--- config.mk ---
export PLATFORM = sky130hd
export DESIGN_NAME = pll_lock_detect_vco_cal_control
export DESIGN_NICKNAME = d
export VERILOG_FILES = /design/src/logic/pll_pin_sync.v /design/src/logic/pll_cal_divider.v /design/src/logic/pll_lock_detect_vco_cal_control.v
export VERILOG_INCLUDE_DIRS = /design/src /design/src/include
export SDC_FILE = /design/constraint.sdc
export NUM_CORES = 1
export LEC_CHECK = 0
export ABC_AREA = 0
export BUFFER_PORTS_ARGS = -buffer_cell sky130_fd_sc_hd__buf_4
export CAP_MARGIN = 20
export CORE_UTILIZATION = 40
export DETAILED_ROUTE_END_ITERATION = 10
export PLACE_DENSITY = 0.55
export SLEW_MARGIN = 20
export SYNTH_ARGS = -nofsm -noshare
export SYNTH_HDL_FRONTEND = slang
export SYNTH_SLANG_ARGS = --single-unit
--- constraint.sdc ---
create_clock -name core_clk_i -period 2.11 [get_ports core_clk_i]
set_input_delay 0.3165 -clock core_clk_i [delete_from_list [all_inputs] [get_ports core_clk_i]]
set_output_delay 0.3165 -clock core_clk_i [all_outputs]
set_load 0.05 [all_outputs]
--- src/include/pll_lock_detect_vco_cal_control_defines.vh ---
// Constants for the PLL lock detector, VCO calibration and sync control block.
// Assumes inclusion by bare name from design files of this block only.
`ifndef PLL_LOCK_DETECT_VCO_CAL_CONTROL_DEFINES_VH
`define PLL_LOCK_DETECT_VCO_CAL_CONTROL_DEFINES_VH

// Register indexes on the plain register port
`define PLL_REG_LOCK_CAL      10'h018
`define PLL_REG_SYNC_DELAY    10'h019
`define PLL_REG_UPDATE        10'h232
`define PLL_REG_STATUS        10'h300
`define PLL_REG_IRQ_STATUS    10'h301
`define PLL_REG_IRQ_CLEAR     10'h302
`define PLL_REG_IRQ_ENABLE    10'h303

// Reset values
`define PLL_RST_LOCK_CAL      8'h06
`define PLL_RST_SYNC_DELAY    8'h00
`define PLL_RST_IRQ_ENABLE    3'h0

// Field positions in the lock detect and VCO calibration register
`define PLL_FLD_LOCK_CNT_HI   6
`define PLL_FLD_LOCK_CNT_LO   5
`define PLL_FLD_WIN_LOW       4
`define PLL_FLD_DLD_DISABLE   3
`define PLL_FLD_CAL_DIV_HI    2
`define PLL_FLD_CAL_DIV_LO    1
`define PLL_FLD_CAL_NOW       0
// Field positions in the counter sync register and the update register
`define PLL_FLD_SYNC_MODE_HI  7
`define PLL_FLD_SYNC_MODE_LO  6
`define PLL_FLD_UPDATE        0

// Sync pin modes
`define PLL_SYNC_NONE_A       2'h0
`define PLL_SYNC_ASYNC        2'h1
`define PLL_SYNC_SYNC         2'h2
`define PLL_SYNC_NONE_B       2'h3

// Lock counts per selection
`define PLL_LOCK_CNT_0        8'h05
`define PLL_LOCK_CNT_1        8'h10
`define PLL_LOCK_CNT_2        8'h40
`define PLL_LOCK_CNT_3        8'hff

// Phase windows in core clock cycles
`define PLL_WIN_HIGH          8'h04
`define PLL_LOSS_HIGH         8'h08
`define PLL_WIN_LOW           8'h02
`define PLL_LOSS_LOW          8'h04
`define PLL_MEAS_MAX          8'hff

// Calibration divider half periods in reference edges, and calibration length in calibration clock ticks
`define PLL_CAL_HALF_2        4'h1
`define PLL_CAL_HALF_4        4'h2
`define PLL_CAL_HALF_8        4'h4
`define PLL_CAL_HALF_16       4'h8
`define PLL_CAL_TICKS         8'h08

// Status and interrupt bits
`define PLL_EV_LOCK_SET       0
`define PLL_EV_LOCK_LOST      1
`define PLL_EV_CAL_DONE       2

`endif

--- src/logic/pll_pin_sync.v ---
// Two flip-flop synchroniser for one pin with a rising edge pulse.
// Assumes the pin is asynchronous to core_clk_i.
`timescale 1ns/1ps
`default_nettype none
module pll_pin_sync #(
    parameter INIT = 1'b0
) (
    input  wire core_clk_i,
    input  wire rst_i,
    input  wire pin_i,
    output wire level_o,
    output wire rise_o
);
    reg meta;
    reg level;
    reg level_prev;

    always @(posedge core_clk_i) begin
        if (rst_i) begin
            meta       <= INIT;
            level      <= INIT;
            level_prev <= INIT;
        end else begin
            meta       <= pin_i;
            level      <= meta;
            level_prev <= level;
        end
    end

    assign level_o = level;
    assign rise_o  = level & ~level_prev;
endmodule // pll_pin_sync
`default_nettype wire

--- src/logic/pll_cal_divider.v ---
// Calibration clock divider counting reference edges.
// Assumes ref_rise_i is a one-cycle pulse on core_clk_i.
`timescale 1ns/1ps
`default_nettype none
`include "pll_lock_detect_vco_cal_control_defines.vh"
module pll_cal_divider (
    input  wire       core_clk_i,
    input  wire       rst_i,
    input  wire [1:0] ratio_sel_i,
    input  wire       ref_rise_i,
    output reg        cal_clk_o,
    output reg        cal_tick_o
);
    reg  [3:0] edge_cnt;
    reg  [3:0] half;

    always @* begin
        case (ratio_sel_i)
            2'h0:    half = `PLL_CAL_HALF_2;
            2'h1:    half = `PLL_CAL_HALF_4;
            2'h2:    half = `PLL_CAL_HALF_8;
            default: half = `PLL_CAL_HALF_16;
        endcase
    end

    // Ratio change applies to the half period in progress, from the next reference edge
    always @(posedge core_clk_i) begin
        if (rst_i) begin
            edge_cnt   <= 4'h0;
            cal_clk_o  <= 1'b0;
            cal_tick_o <= 1'b0;
        end else begin
            cal_tick_o <= 1'b0;
            if (ref_rise_i) begin
                if (edge_cnt + 4'h1 >= half) begin
                    edge_cnt   <= 4'h0;
                    cal_clk_o  <= ~cal_clk_o;
                    cal_tick_o <= ~cal_clk_o;
                end else begin
                    edge_cnt <= edge_cnt + 4'h1;
                end
            end
        end
    end
endmodule // pll_cal_divider
`default_nettype wire

--- src/logic/pll_lock_detect_vco_cal_control.v ---
// PLL lock detector, VCO calibration trigger and counter sync control.
// Assumes a register master on core_clk_i; ref, feedback and sync pins are asynchronous.
//
// Overview of operation
// - Lock count field picks 5, 16, 64 or 255 consecutive in-window cycles.
// - Only consecutive in-window detector cycles count; lock flag sets at selected count.
// - Lock flag sets when edge time difference is below the lock window.
// - Lock flag holds until difference exceeds the larger loss-of-lock threshold.
// - Disable bit 0 runs lock detection normally; 1 turns it off.
// - Calibration clock is reference divided by 2, 4, 8 or 16.
// - Calibration starts only on a rising trigger bit in the active copy.
// - Trigger returning to 0 discards the stored calibration result.
// - Sync mode field: 00/11 nothing, 01 asynchronous, 10 synchronous prescaler reset.
//
// Our own choice: the address-and-strobe port.
`timescale 1ns/1ps
`default_nettype none
`include "pll_lock_detect_vco_cal_control_defines.vh"
module pll_lock_detect_vco_cal_control (
    input  wire       core_clk_i,
    input  wire       rst_i,
    input  wire [9:0] reg_addr_i,
    input  wire [7:0] reg_wdata_i,
    input  wire       reg_wr_i,
    input  wire       reg_rd_i,
    output reg  [7:0] reg_rdata_o,
    input  wire       ref_clk_i,
    input  wire       fb_clk_i,
    input  wire       sync_n_i,
    output reg        lock_flag_o,
    output reg        cal_busy_o,
    output reg        cal_valid_o,
    output wire       cal_clk_o,
    output reg        prescaler_reset_o,
    output reg        irq_o
);
    reg  [7:0] stage_lock_cal;
    reg  [7:0] stage_sync;
    reg  [7:0] act_lock_cal;
    reg  [7:0] act_sync;
    reg  [2:0] irq_status;
    reg  [2:0] irq_enable;
    reg  [2:0] next_irq_status;
    reg  [2:0] events;
    reg        meas_active;
    reg        meas_first_ref;
    reg  [7:0] meas_cnt;
    reg        eval;
    reg  [7:0] diff;
    reg  [7:0] lock_run;
    reg        lock_prev;
    reg        cal_trig_prev;
    reg  [7:0] cal_ticks;
    reg        cal_done_ev;
    wire       ref_rise;
    wire       fb_rise;
    wire       sync_level;
    wire       cal_tick;
    wire [1:0] lock_sel;
    wire       win_low;
    wire       dld_disable;
    wire       cal_now;
    wire [1:0] sync_mode;
    wire [7:0] win;
    wire [7:0] loss;
    wire       upd;
    wire       wr_lock_cal;
    wire       wr_sync;
    wire       wr_irq_enable;
    wire       wr_irq_clear;
    wire       in_window;
    wire       past_loss;
    wire       lock_reached;
    wire       sync_req;
    reg  [2:0] next_irq_enable;

    function [7:0] lock_target;
        input [1:0] sel;
        begin
            case (sel)
                2'h0:    lock_target = `PLL_LOCK_CNT_0;
                2'h1:    lock_target = `PLL_LOCK_CNT_1;
                2'h2:    lock_target = `PLL_LOCK_CNT_2;
                default: lock_target = `PLL_LOCK_CNT_3;
            endcase
        end
    endfunction

    function is_wr;
        input [9:0] addr;
        input [9:0] target;
        input       wr;
        begin
            is_wr = wr && (addr == target);
        end
    endfunction

    pll_pin_sync #(.INIT(1'b0)) u_ref_sync (
        .core_clk_i (core_clk_i),
        .rst_i      (rst_i),
        .pin_i      (ref_clk_i),
        .level_o    (),
        .rise_o     (ref_rise)
    );

    pll_pin_sync #(.INIT(1'b0)) u_fb_sync (
        .core_clk_i (core_clk_i),
        .rst_i      (rst_i),
        .pin_i      (fb_clk_i),
        .level_o    (),
        .rise_o     (fb_rise)
    );

    // Idle high so that reset does not look like a sync request
    pll_pin_sync #(.INIT(1'b1)) u_sync_sync (
        .core_clk_i (core_clk_i),
        .rst_i      (rst_i),
        .pin_i      (sync_n_i),
        .level_o    (sync_level),
        .rise_o     ()
    );

    pll_cal_divider u_cal_div (
        .core_clk_i  (core_clk_i),
        .rst_i       (rst_i),
        .ratio_sel_i (act_lock_cal[`PLL_FLD_CAL_DIV_HI:`PLL_FLD_CAL_DIV_LO]),
        .ref_rise_i  (ref_rise),
        .cal_clk_o   (cal_clk_o),
        .cal_tick_o  (cal_tick)
    );

    assign lock_sel    = act_lock_cal[`PLL_FLD_LOCK_CNT_HI:`PLL_FLD_LOCK_CNT_LO];
    assign win_low     = act_lock_cal[`PLL_FLD_WIN_LOW];
    assign dld_disable = act_lock_cal[`PLL_FLD_DLD_DISABLE];
    assign cal_now     = act_lock_cal[`PLL_FLD_CAL_NOW];
    assign sync_mode   = act_sync[`PLL_FLD_SYNC_MODE_HI:`PLL_FLD_SYNC_MODE_LO];
    assign win         = win_low ? `PLL_WIN_LOW : `PLL_WIN_HIGH;
    assign loss        = win_low ? `PLL_LOSS_LOW : `PLL_LOSS_HIGH;
    assign upd         = is_wr(reg_addr_i, `PLL_REG_UPDATE, reg_wr_i)
                         && reg_wdata_i[`PLL_FLD_UPDATE];

    // One decode per register keeps the write paths and the interrupt clear consistent
    assign wr_lock_cal   = is_wr(reg_addr_i, `PLL_REG_LOCK_CAL, reg_wr_i);
    assign wr_sync       = is_wr(reg_addr_i, `PLL_REG_SYNC_DELAY, reg_wr_i);
    assign wr_irq_enable = is_wr(reg_addr_i, `PLL_REG_IRQ_ENABLE, reg_wr_i);
    assign wr_irq_clear  = is_wr(reg_addr_i, `PLL_REG_IRQ_CLEAR, reg_wr_i);
    assign in_window     = diff < win;
    assign past_loss     = diff > loss;
    assign lock_reached  = {1'b0, lock_run} + 9'h001 >= {1'b0, lock_target(lock_sel)};
    assign sync_req      = ~sync_level;

    // Staging copies take writes; the update bit commits them to the active copies
    always @(posedge core_clk_i) begin
        if (rst_i) begin
            stage_lock_cal <= `PLL_RST_LOCK_CAL;
            stage_sync     <= `PLL_RST_SYNC_DELAY;
            act_lock_cal   <= `PLL_RST_LOCK_CAL;
            act_sync       <= `PLL_RST_SYNC_DELAY;
            irq_enable     <= `PLL_RST_IRQ_ENABLE;
        end else begin
            if (wr_lock_cal) begin
                stage_lock_cal <= reg_wdata_i;
            end
            if (wr_sync) begin
                stage_sync <= reg_wdata_i;
            end
            irq_enable <= next_irq_enable;
            if (upd) begin
                act_lock_cal <= stage_lock_cal;
                act_sync     <= stage_sync;
            end
        end
    end

    // Read data stand only in the cycle after the read strobe
    always @(posedge core_clk_i) begin
        if (rst_i) begin
            reg_rdata_o <= 8'h00;
        end else if (reg_rd_i) begin
            case (reg_addr_i)
                `PLL_REG_LOCK_CAL:   reg_rdata_o <= stage_lock_cal;
                `PLL_REG_SYNC_DELAY: reg_rdata_o <= stage_sync;
                `PLL_REG_STATUS:     reg_rdata_o <= {5'h00, cal_valid_o, cal_busy_o, lock_flag_o};
                `PLL_REG_IRQ_STATUS: reg_rdata_o <= {5'h00, irq_status};
                `PLL_REG_IRQ_ENABLE: reg_rdata_o <= {5'h00, irq_enable};
                // Write-only registers read as zero
                `PLL_REG_UPDATE:     reg_rdata_o <= 8'h00;
                `PLL_REG_IRQ_CLEAR:  reg_rdata_o <= 8'h00;
                default:             reg_rdata_o <= 8'h00;
            endcase
        end else begin
            reg_rdata_o <= 8'h00;
        end
    end

    // Phase meter: cycles from the first edge to the other input's edge
    // A missing second edge saturates, which reads as far outside the window
    always @(posedge core_clk_i) begin
        if (rst_i) begin
            meas_active    <= 1'b0;
            meas_first_ref <= 1'b0;
            meas_cnt       <= 8'h00;
            eval           <= 1'b0;
            diff           <= 8'h00;
        end else begin
            eval <= 1'b0;
            if (!meas_active) begin
                if (ref_rise && fb_rise) begin
                    eval <= 1'b1;
                    diff <= 8'h00;
                end else if (ref_rise || fb_rise) begin
                    meas_active    <= 1'b1;
                    meas_first_ref <= ref_rise;
                    meas_cnt       <= 8'h01;
                end
            end else if ((meas_first_ref && fb_rise) || (!meas_first_ref && ref_rise)) begin
                eval        <= 1'b1;
                diff        <= meas_cnt;
                meas_active <= 1'b0;
            end else if (meas_cnt == `PLL_MEAS_MAX) begin
                eval        <= 1'b1;
                diff        <= meas_cnt;
                meas_active <= 1'b0;
            end else begin
                meas_cnt <= meas_cnt + 8'h01;
            end
        end
    end

    // Lock flag with hysteresis between the lock window and the loss threshold
    always @(posedge core_clk_i) begin
        if (rst_i) begin
            lock_flag_o <= 1'b0;
            lock_run    <= 8'h00;
        end else if (dld_disable) begin
            lock_flag_o <= 1'b0;
            lock_run    <= 8'h00;
        end else if (eval) begin
            if (in_window) begin
                if (lock_run != 8'hff) begin
                    lock_run <= lock_run + 8'h01;
                end
                if (lock_reached) begin
                    lock_flag_o <= 1'b1;
                end
            end else begin
                lock_run <= 8'h00;
                if (past_loss) begin
                    lock_flag_o <= 1'b0;
                end
            end
        end
    end

    // Calibration runs a fixed number of calibration clock ticks
    // Ticks only come while the reference is present, so a dead reference stalls it
    always @(posedge core_clk_i) begin
        if (rst_i) begin
            cal_trig_prev <= 1'b0;
            cal_busy_o    <= 1'b0;
            cal_valid_o   <= 1'b0;
            cal_ticks     <= 8'h00;
            cal_done_ev   <= 1'b0;
        end else begin
            cal_trig_prev <= cal_now;
            cal_done_ev   <= 1'b0;
            if (!cal_now) begin
                cal_busy_o  <= 1'b0;
                cal_valid_o <= 1'b0;
            end else if (!cal_trig_prev) begin
                cal_busy_o  <= 1'b1;
                cal_valid_o <= 1'b0;
                cal_ticks   <= 8'h00;
            end else if (cal_busy_o && cal_tick) begin
                if (cal_ticks == `PLL_CAL_TICKS - 8'h01) begin
                    cal_busy_o  <= 1'b0;
                    cal_valid_o <= 1'b1;
                    cal_done_ev <= 1'b1;
                end else begin
                    cal_ticks <= cal_ticks + 8'h01;
                end
            end
        end
    end

    // Asynchronous mode follows the pin at once; synchronous mode waits for a reference edge
    always @(posedge core_clk_i) begin
        if (rst_i) begin
            prescaler_reset_o <= 1'b0;
        end else begin
            case (sync_mode)
                `PLL_SYNC_ASYNC: prescaler_reset_o <= sync_req;
                `PLL_SYNC_SYNC: begin
                    if (ref_rise) begin
                        prescaler_reset_o <= sync_req;
                    end
                end
                default: prescaler_reset_o <= 1'b0;
            endcase
        end
    end

    // Events are single-cycle pulses taken from registered levels
    always @* begin
        events                    = 3'h0;
        events[`PLL_EV_LOCK_SET]  = lock_flag_o & ~lock_prev;
        events[`PLL_EV_LOCK_LOST] = ~lock_flag_o & lock_prev;
        events[`PLL_EV_CAL_DONE]  = cal_done_ev;
    end

    // Enable writes reach irq_o together with the enable register, never a cycle late
    always @* begin
        next_irq_enable = irq_enable;
        if (wr_irq_enable) begin
            next_irq_enable = reg_wdata_i[2:0];
        end
    end

    // Set wins over a clear in the same cycle
    always @* begin
        next_irq_status = irq_status;
        if (wr_irq_clear) begin
            next_irq_status = irq_status & ~reg_wdata_i[2:0];
        end
        next_irq_status = next_irq_status | events;
    end

    always @(posedge core_clk_i) begin
        if (rst_i) begin
            lock_prev  <= 1'b0;
            irq_status <= 3'h0;
            irq_o      <= 1'b0;
        end else begin
            lock_prev  <= lock_flag_o;
            irq_status <= next_irq_status;
            irq_o      <= |(next_irq_status & next_irq_enable);
        end
    end
endmodule // pll_lock_detect_vco_cal_control
`default_nettype wire

* Word level (Yosys, flattened, before mapping)
Index checks and enable logic that the tools add are counted.
Storage, ports and cells: register bits 102, input bits 25, logic and storage cells 164
Operators by class: $add $sub $neg 5, magnitude comparators 4, equality and inequality tests 26, multiplexer cells 40, bitwise operators 22, reductions and logical operators 34
Operators by type and width (number):
- 8-bit 2-to-1 mux | 14
- 10-bit equality test (second input constant) | 5
- 8-bit case mux with 5 select lines | 1
- 8-bit by 1-bit adder with 8-bit output (second input constant) | 3
- 8-bit case mux with 3 select lines | 1
- 10-bit by 5-bit equality test with 1-bit output (second input constant) | 2
- 1-bit 2-to-1 mux | 17
- 1-bit inverter | 14
- 4-bit case mux with 3 select lines | 1
- 1-bit logical AND | 10
- 2-bit != test (second input constant) | 5
- 2-bit AND reduction | 5
- 8-bit by 1-bit adder with 9-bit output (second input constant) | 1
- 9-bit by 8-bit >= comparator with 1-bit output | 1
- 3-bit 2-to-1 mux | 3
- 3-bit AND reduction | 3
- 3-bit OR reduction | 3
- 8-bit by 3-bit equality test with 1-bit output (second input constant) | 1
- 8-bit equality test (second input constant) | 1
- 8-bit by 4-bit > comparator with 1-bit output | 1
- 8-bit by 3-bit less-than comparator with 1-bit output | 1
- 4-bit 2-to-1 mux | 2
- 2-bit by 1-bit != test with 1-bit output (second input constant) | 4
- 8-bit != test (second input constant) | 1
- 17 further kinds | 31

* Longest topological paths before layout
word-level depth 6, depth in mapped cells 9

* Cells and area by module
Synthesis repeated with hierarchy kept, for this count alone.
Second synthesis, totals: cell total of the unflattened synthesis 516, area total of the unflattened synthesis 4539.4 µm²
By module, submodules not included:
- pll_lock_detect_vco_cal_control | times used 1, cells each 450, area each 3876.2 µm²
- pll_cal_divider | times used 1, cells each 45, area each 402.9 µm²
- pll_pin_sync (u_fb_sync ...) | times used 2, cells each 7, area each 87.6 µm²
- pll_pin_sync (u_sync_sync) | times used 1, cells each 7, area each 85.1 µm²

* Worst setup path after synthesis
Ideal clock, no wire load.
path type register to register, start register lock_run[0], end register lock_flag_o, setup time 0.091 ns, data arrival time 2.127 ns, data required time 2.019 ns, path slack -0.108 ns, stages on the path, launching flop included 9, path buffers 0, period minus slack after synthesis 2.218 ns, cell sequence dfxtp_1 > ha_1 > and4_1 > and2_0 > xor2_1 > ha_1 > o2111ai_1 > or3_1 > a311oi_1
On the way: longest elaborated chain between the ends 4
Ends and longest elaborated chain:
- from (decl) | RTL line pll_lock_detect_vco_cal_control.v:50 | reg [7:0] lock_run;
- from (signal assigned) | RTL line pll_lock_detect_vco_cal_control.v:241 | lock_run <= lock_run + 8'h01;
- 8-bit by 1-bit adder with 9-bit output | RTL line pll_lock_detect_vco_cal_control.v:149 | assign lock_reached = {1'b0, lock_run} + 9'h001 >= {1'b0, lock_target(lock_sel)};
- 9-bit by 8-bit >= comparator with 1-bit output | RTL line pll_lock_detect_vco_cal_control.v:149
- 2-bit by 1-bit != test with 1-bit output (no source line)
- 3-bit AND reduction (no source line)
- to (signal assigned) | RTL line pll_lock_detect_vco_cal_control.v:233 | lock_flag_o <= 1'b0;
- to (signal assigned) | RTL line pll_lock_detect_vco_cal_control.v:236 | lock_flag_o <= 1'b0;
- to (signal assigned) | RTL line pll_lock_detect_vco_cal_control.v:244 | lock_flag_o <= 1'b1;
- to (decl) | RTL line pll_lock_detect_vco_cal_control.v:30 | output reg lock_flag_o,
No other way between the ends. A chain may end at the register's enable or synchronous reset.

* Worst setup path in the final report
start register lock_run[1], end register lock_flag_o
The elaborated chain is that of the path after synthesis.

==> out/qor.csv <==
stage,metric,value,unit
status,outcome,"finished, violations left",
status,violations,negative setup slack,
worst_setup_path,critPathLaunch,lock_run[1],
global_route,met1_usage,0.2437,
routing,wl_per_cell,13.77,um
timing,timing.final.ws_setup,-0.002135,ns
min_path,hold_class,in -> reg,
floorplanning,die_h,108.1,um
global_route,grt_max_degree,34,
clock_network,clk_pin_slew,0.09,ns
timing,skew,0.007924,ns
synthesis,synthCells,485,
worst_setup_path,cp.arrival,2.39,ns
final_layout,multi_input_area,2499,um2
routing,ant_nets,0,
timing,worst_pin_slew,0.4930,ns
clock_network,cts_max_path_buffers,2,
synthesis,synth.yosys.warnings,0,
min_path,min-delay-start,sync_n_i,
floorplanning,die_area,11680,um2
final_layout,seq_area,1924,um2
synthesis,synth_flop_cell,dfxtp_1,
synthesis,yosysUniqueCellTypes,55,
synthesis,netlist.area_leader.share,0.4269,
synthesis,avgSynthCellArea,9.282,um2
final_layout,area_growth,20.12,%
global_route,grt_pass1_wl,16.07,mm
timing,finalCriticalPeriod,2.112,ns
placement,hpwl,6.998,mm
placement,dp_cells,676,
floorplanning,die-width,108.1,um
clock_network,cts.sinks,96,
final_layout,stdcell_count,694,
power,ir_drop,0.3973,mV
timing,fmax,473.5,MHz
final_layout,drive_gt1_frac,0.2184,
floorplanning,coreArea,10890,um2
final_layout,fin_area,5408,um2
global_route,use_met2,0.2652,
global_route,grt-busiest-layer,met2,
placement,post_dp_cell_area,5147,um2
global_route,overflow,0,
final_layout,n_fill_cell,1025,
synthesis,syn_area,4502,um2
worst_setup_path,path_max_fanout,2,
power,p_leak,0.002238,uW
routing,routed_wl,9.555,mm
clock_network,numCtsBuffers,9,
global_route,use_met3,0.04280,
global_route,antenna_found_initial,0,
placement,port_buffers,38,
clock_network,cts_tree,built,
timing,relSlewSlack,0.6701,
routing,first_pass_iters,4,
flow_run,drv_cap,0,
synthesis,yosysTopAreaCell,dfxtp_1,
worst_setup_path,r2r-start,lock_run[1],
timing,setup_viol,1,
synthesis,synthTopCellsByArea,"dfxtp_1, mux2i_1, ha_1",
synthesis,synthTopCellsByCount,"dfxtp_1, nor2_1, nand2_1, mux2i_1, ha_1",
floorplanning,start_util,0.4135,
routing,drc,0,
synthesis,syn_nets,535,
synthesis,synthArstFlopShare,0,
worst_setup_path,worst_setup_path_start_kind,flip-flop,
timing,hold_viol,0,
routing,vias,3597,
routing,via_per_inst,5.183,
routing,drt_iter0_markers,156,
synthesis,yosysMostFrequentCell,dfxtp_1,
synthesis,synth_edf_count,0,
final_layout,nNetsFinal,599,
global_route,grt_pass1_vias,3345,
global_route,grt_usage,0.1741,
timing,rsz0062_at_grt,true,
power,powerDensity,604.7,nW/um2
final_layout,n_antenna_cell,0,
power,total_power,3270,uW
floorplanning,ios,39,
synthesis,synth-seq-area-share,0.4269,
synthesis,ys_ff_latch,96,
worst_setup_path,end_kind,flip-flop,
floorplanning,rows,38,
clock_network,root_buffer,clkbuf_8,
worst_setup_path,cp.required,2.39,ns
clock_network,ctsHtreeMaxLevel,3,
clock_network,clock_latency,0.36,ns
worst_setup_path,crit_type,reg -> reg,
timing,finalCritPeriodShare,1.001,
placement,gp_congestion,0.8501,
timing,drv_slew,0,
-- registers in the layout (all words and copies together), names as in the netlist, 2 cells and up --
signal	cells
diff	8
u_cal_div.edge_cnt	4
stage_sync	8
stage_lock_cal	8
lock_run	8
act_sync	2
reg_rdata_o	8
irq_status	3
act_lock_cal	7
meas_cnt	8
cal_ticks	8
irq_enable	3
-- final timing paths --
| kind | endpoint | slack (ns) | cells past startpoint |
|---|---|---|---|
| hold reg to reg | u_sync_sync.level_o | 0.42 | 1 |
| hold / removal | u_sync_sync.meta | 0.14 | 2 |
| setup / recovery | lock_flag_o | -0.002 | 8 |
| setup reg to reg | lock_flag_o | -0.002 | 8 |
-- repair_timing --
action | CTS | global route
endpoints found under the setup margin | 1 | 1
hold buffers | 0 | 0
hold endpoints to repair | 0 | 0
pin swaps | 2 | 5
resized for setup | 0 | 11
buffers inserted | 0 | 2
-- placed cells by master (no fill, tap or decap), drive strengths merged, types with 5 or more instances in the layout --
cell type  Yosys  layout
a211oi        10      10
nand2b         9       9
ha            25      25
nor3          12      12
nor2b         10      10
xnor2          6       6
nand4          7       7
or4b           6       6
or3            5       5
and3          10      10
clkbuf        13       9
dfxtp         96      96
o21ai          9       9
a22o           8       8
a22oi          6       6
nand2         38      38
mux2           5       5
a21o           7       7
buf            5      71
nor2          60      60
xor2          14      14
inv           18      18
mux2i         35      35
nand3         11      11
a21oi         19      19
-- power by group --
group          internal [uW]  switching, uW
logic                    102            122
clock network            548            650
registers               1830           17.5
-- cell type report --
cell class                      instances  area share
Tap cell                              140     0.03239
Clock buffer                            9     0.02291
Multi-Input combinational cell        353      0.4621
Inverter                               18     0.01249
Sequential cell                        96      0.3559
Timing Repair Buffer                   71      0.1009
Clock inverter                          7     0.01342
-- critical path, stage by stage (launching register included) --
cell       delay [ns]
dfxtp_2          0.35
ha_4             0.16
and4_1           0.15
and2_4           0.17
xor2_2           0.14
ha_2             0.32
o2111ai_1        0.09
or3_1            0.41
a311oi_2         0.24
-- logic make-up (layout without fill, tap and decap cells) --
group,count (synthesis),after routing,synth area share
AOI/OAI and AO/OA,81,81,0.1298
xor gates and xnor gates,20,20,0.03891
adders and majority gates,25,25,0.06948
buffers and inverters,36,105,0.03113
DFF,96,96,0.4269
muxes,40,40,0.09033
and+or+nand+nor,187,187,0.2135
-- per-stage QoR --
stage	setup TNS [ns]	util	hold slack (ns)	setup WS [ns]
after floorplan	-0.04258	-	0.3895	-0.04258
after global placement	-0.5713	0.4728	0.4177	-0.1212
after detailed placement	-0.9465	0.4728	0.4131	-0.1303
after CTS	0	0.4908	0.1222	0.04274
after global routing	-0.06945	0.4967	0.1253	-0.06945
final	-0.002135	0.4967	0.1424	-0.002135
-- per-layer routing --
layer	share of wire	vias up
met5	0	-
li1	-	1857
met4	0.010	0
met2	0.43	49
met1	0.52	1681
met3	0.034	10
No activity file was read; power rests on OpenSTA's default activity.
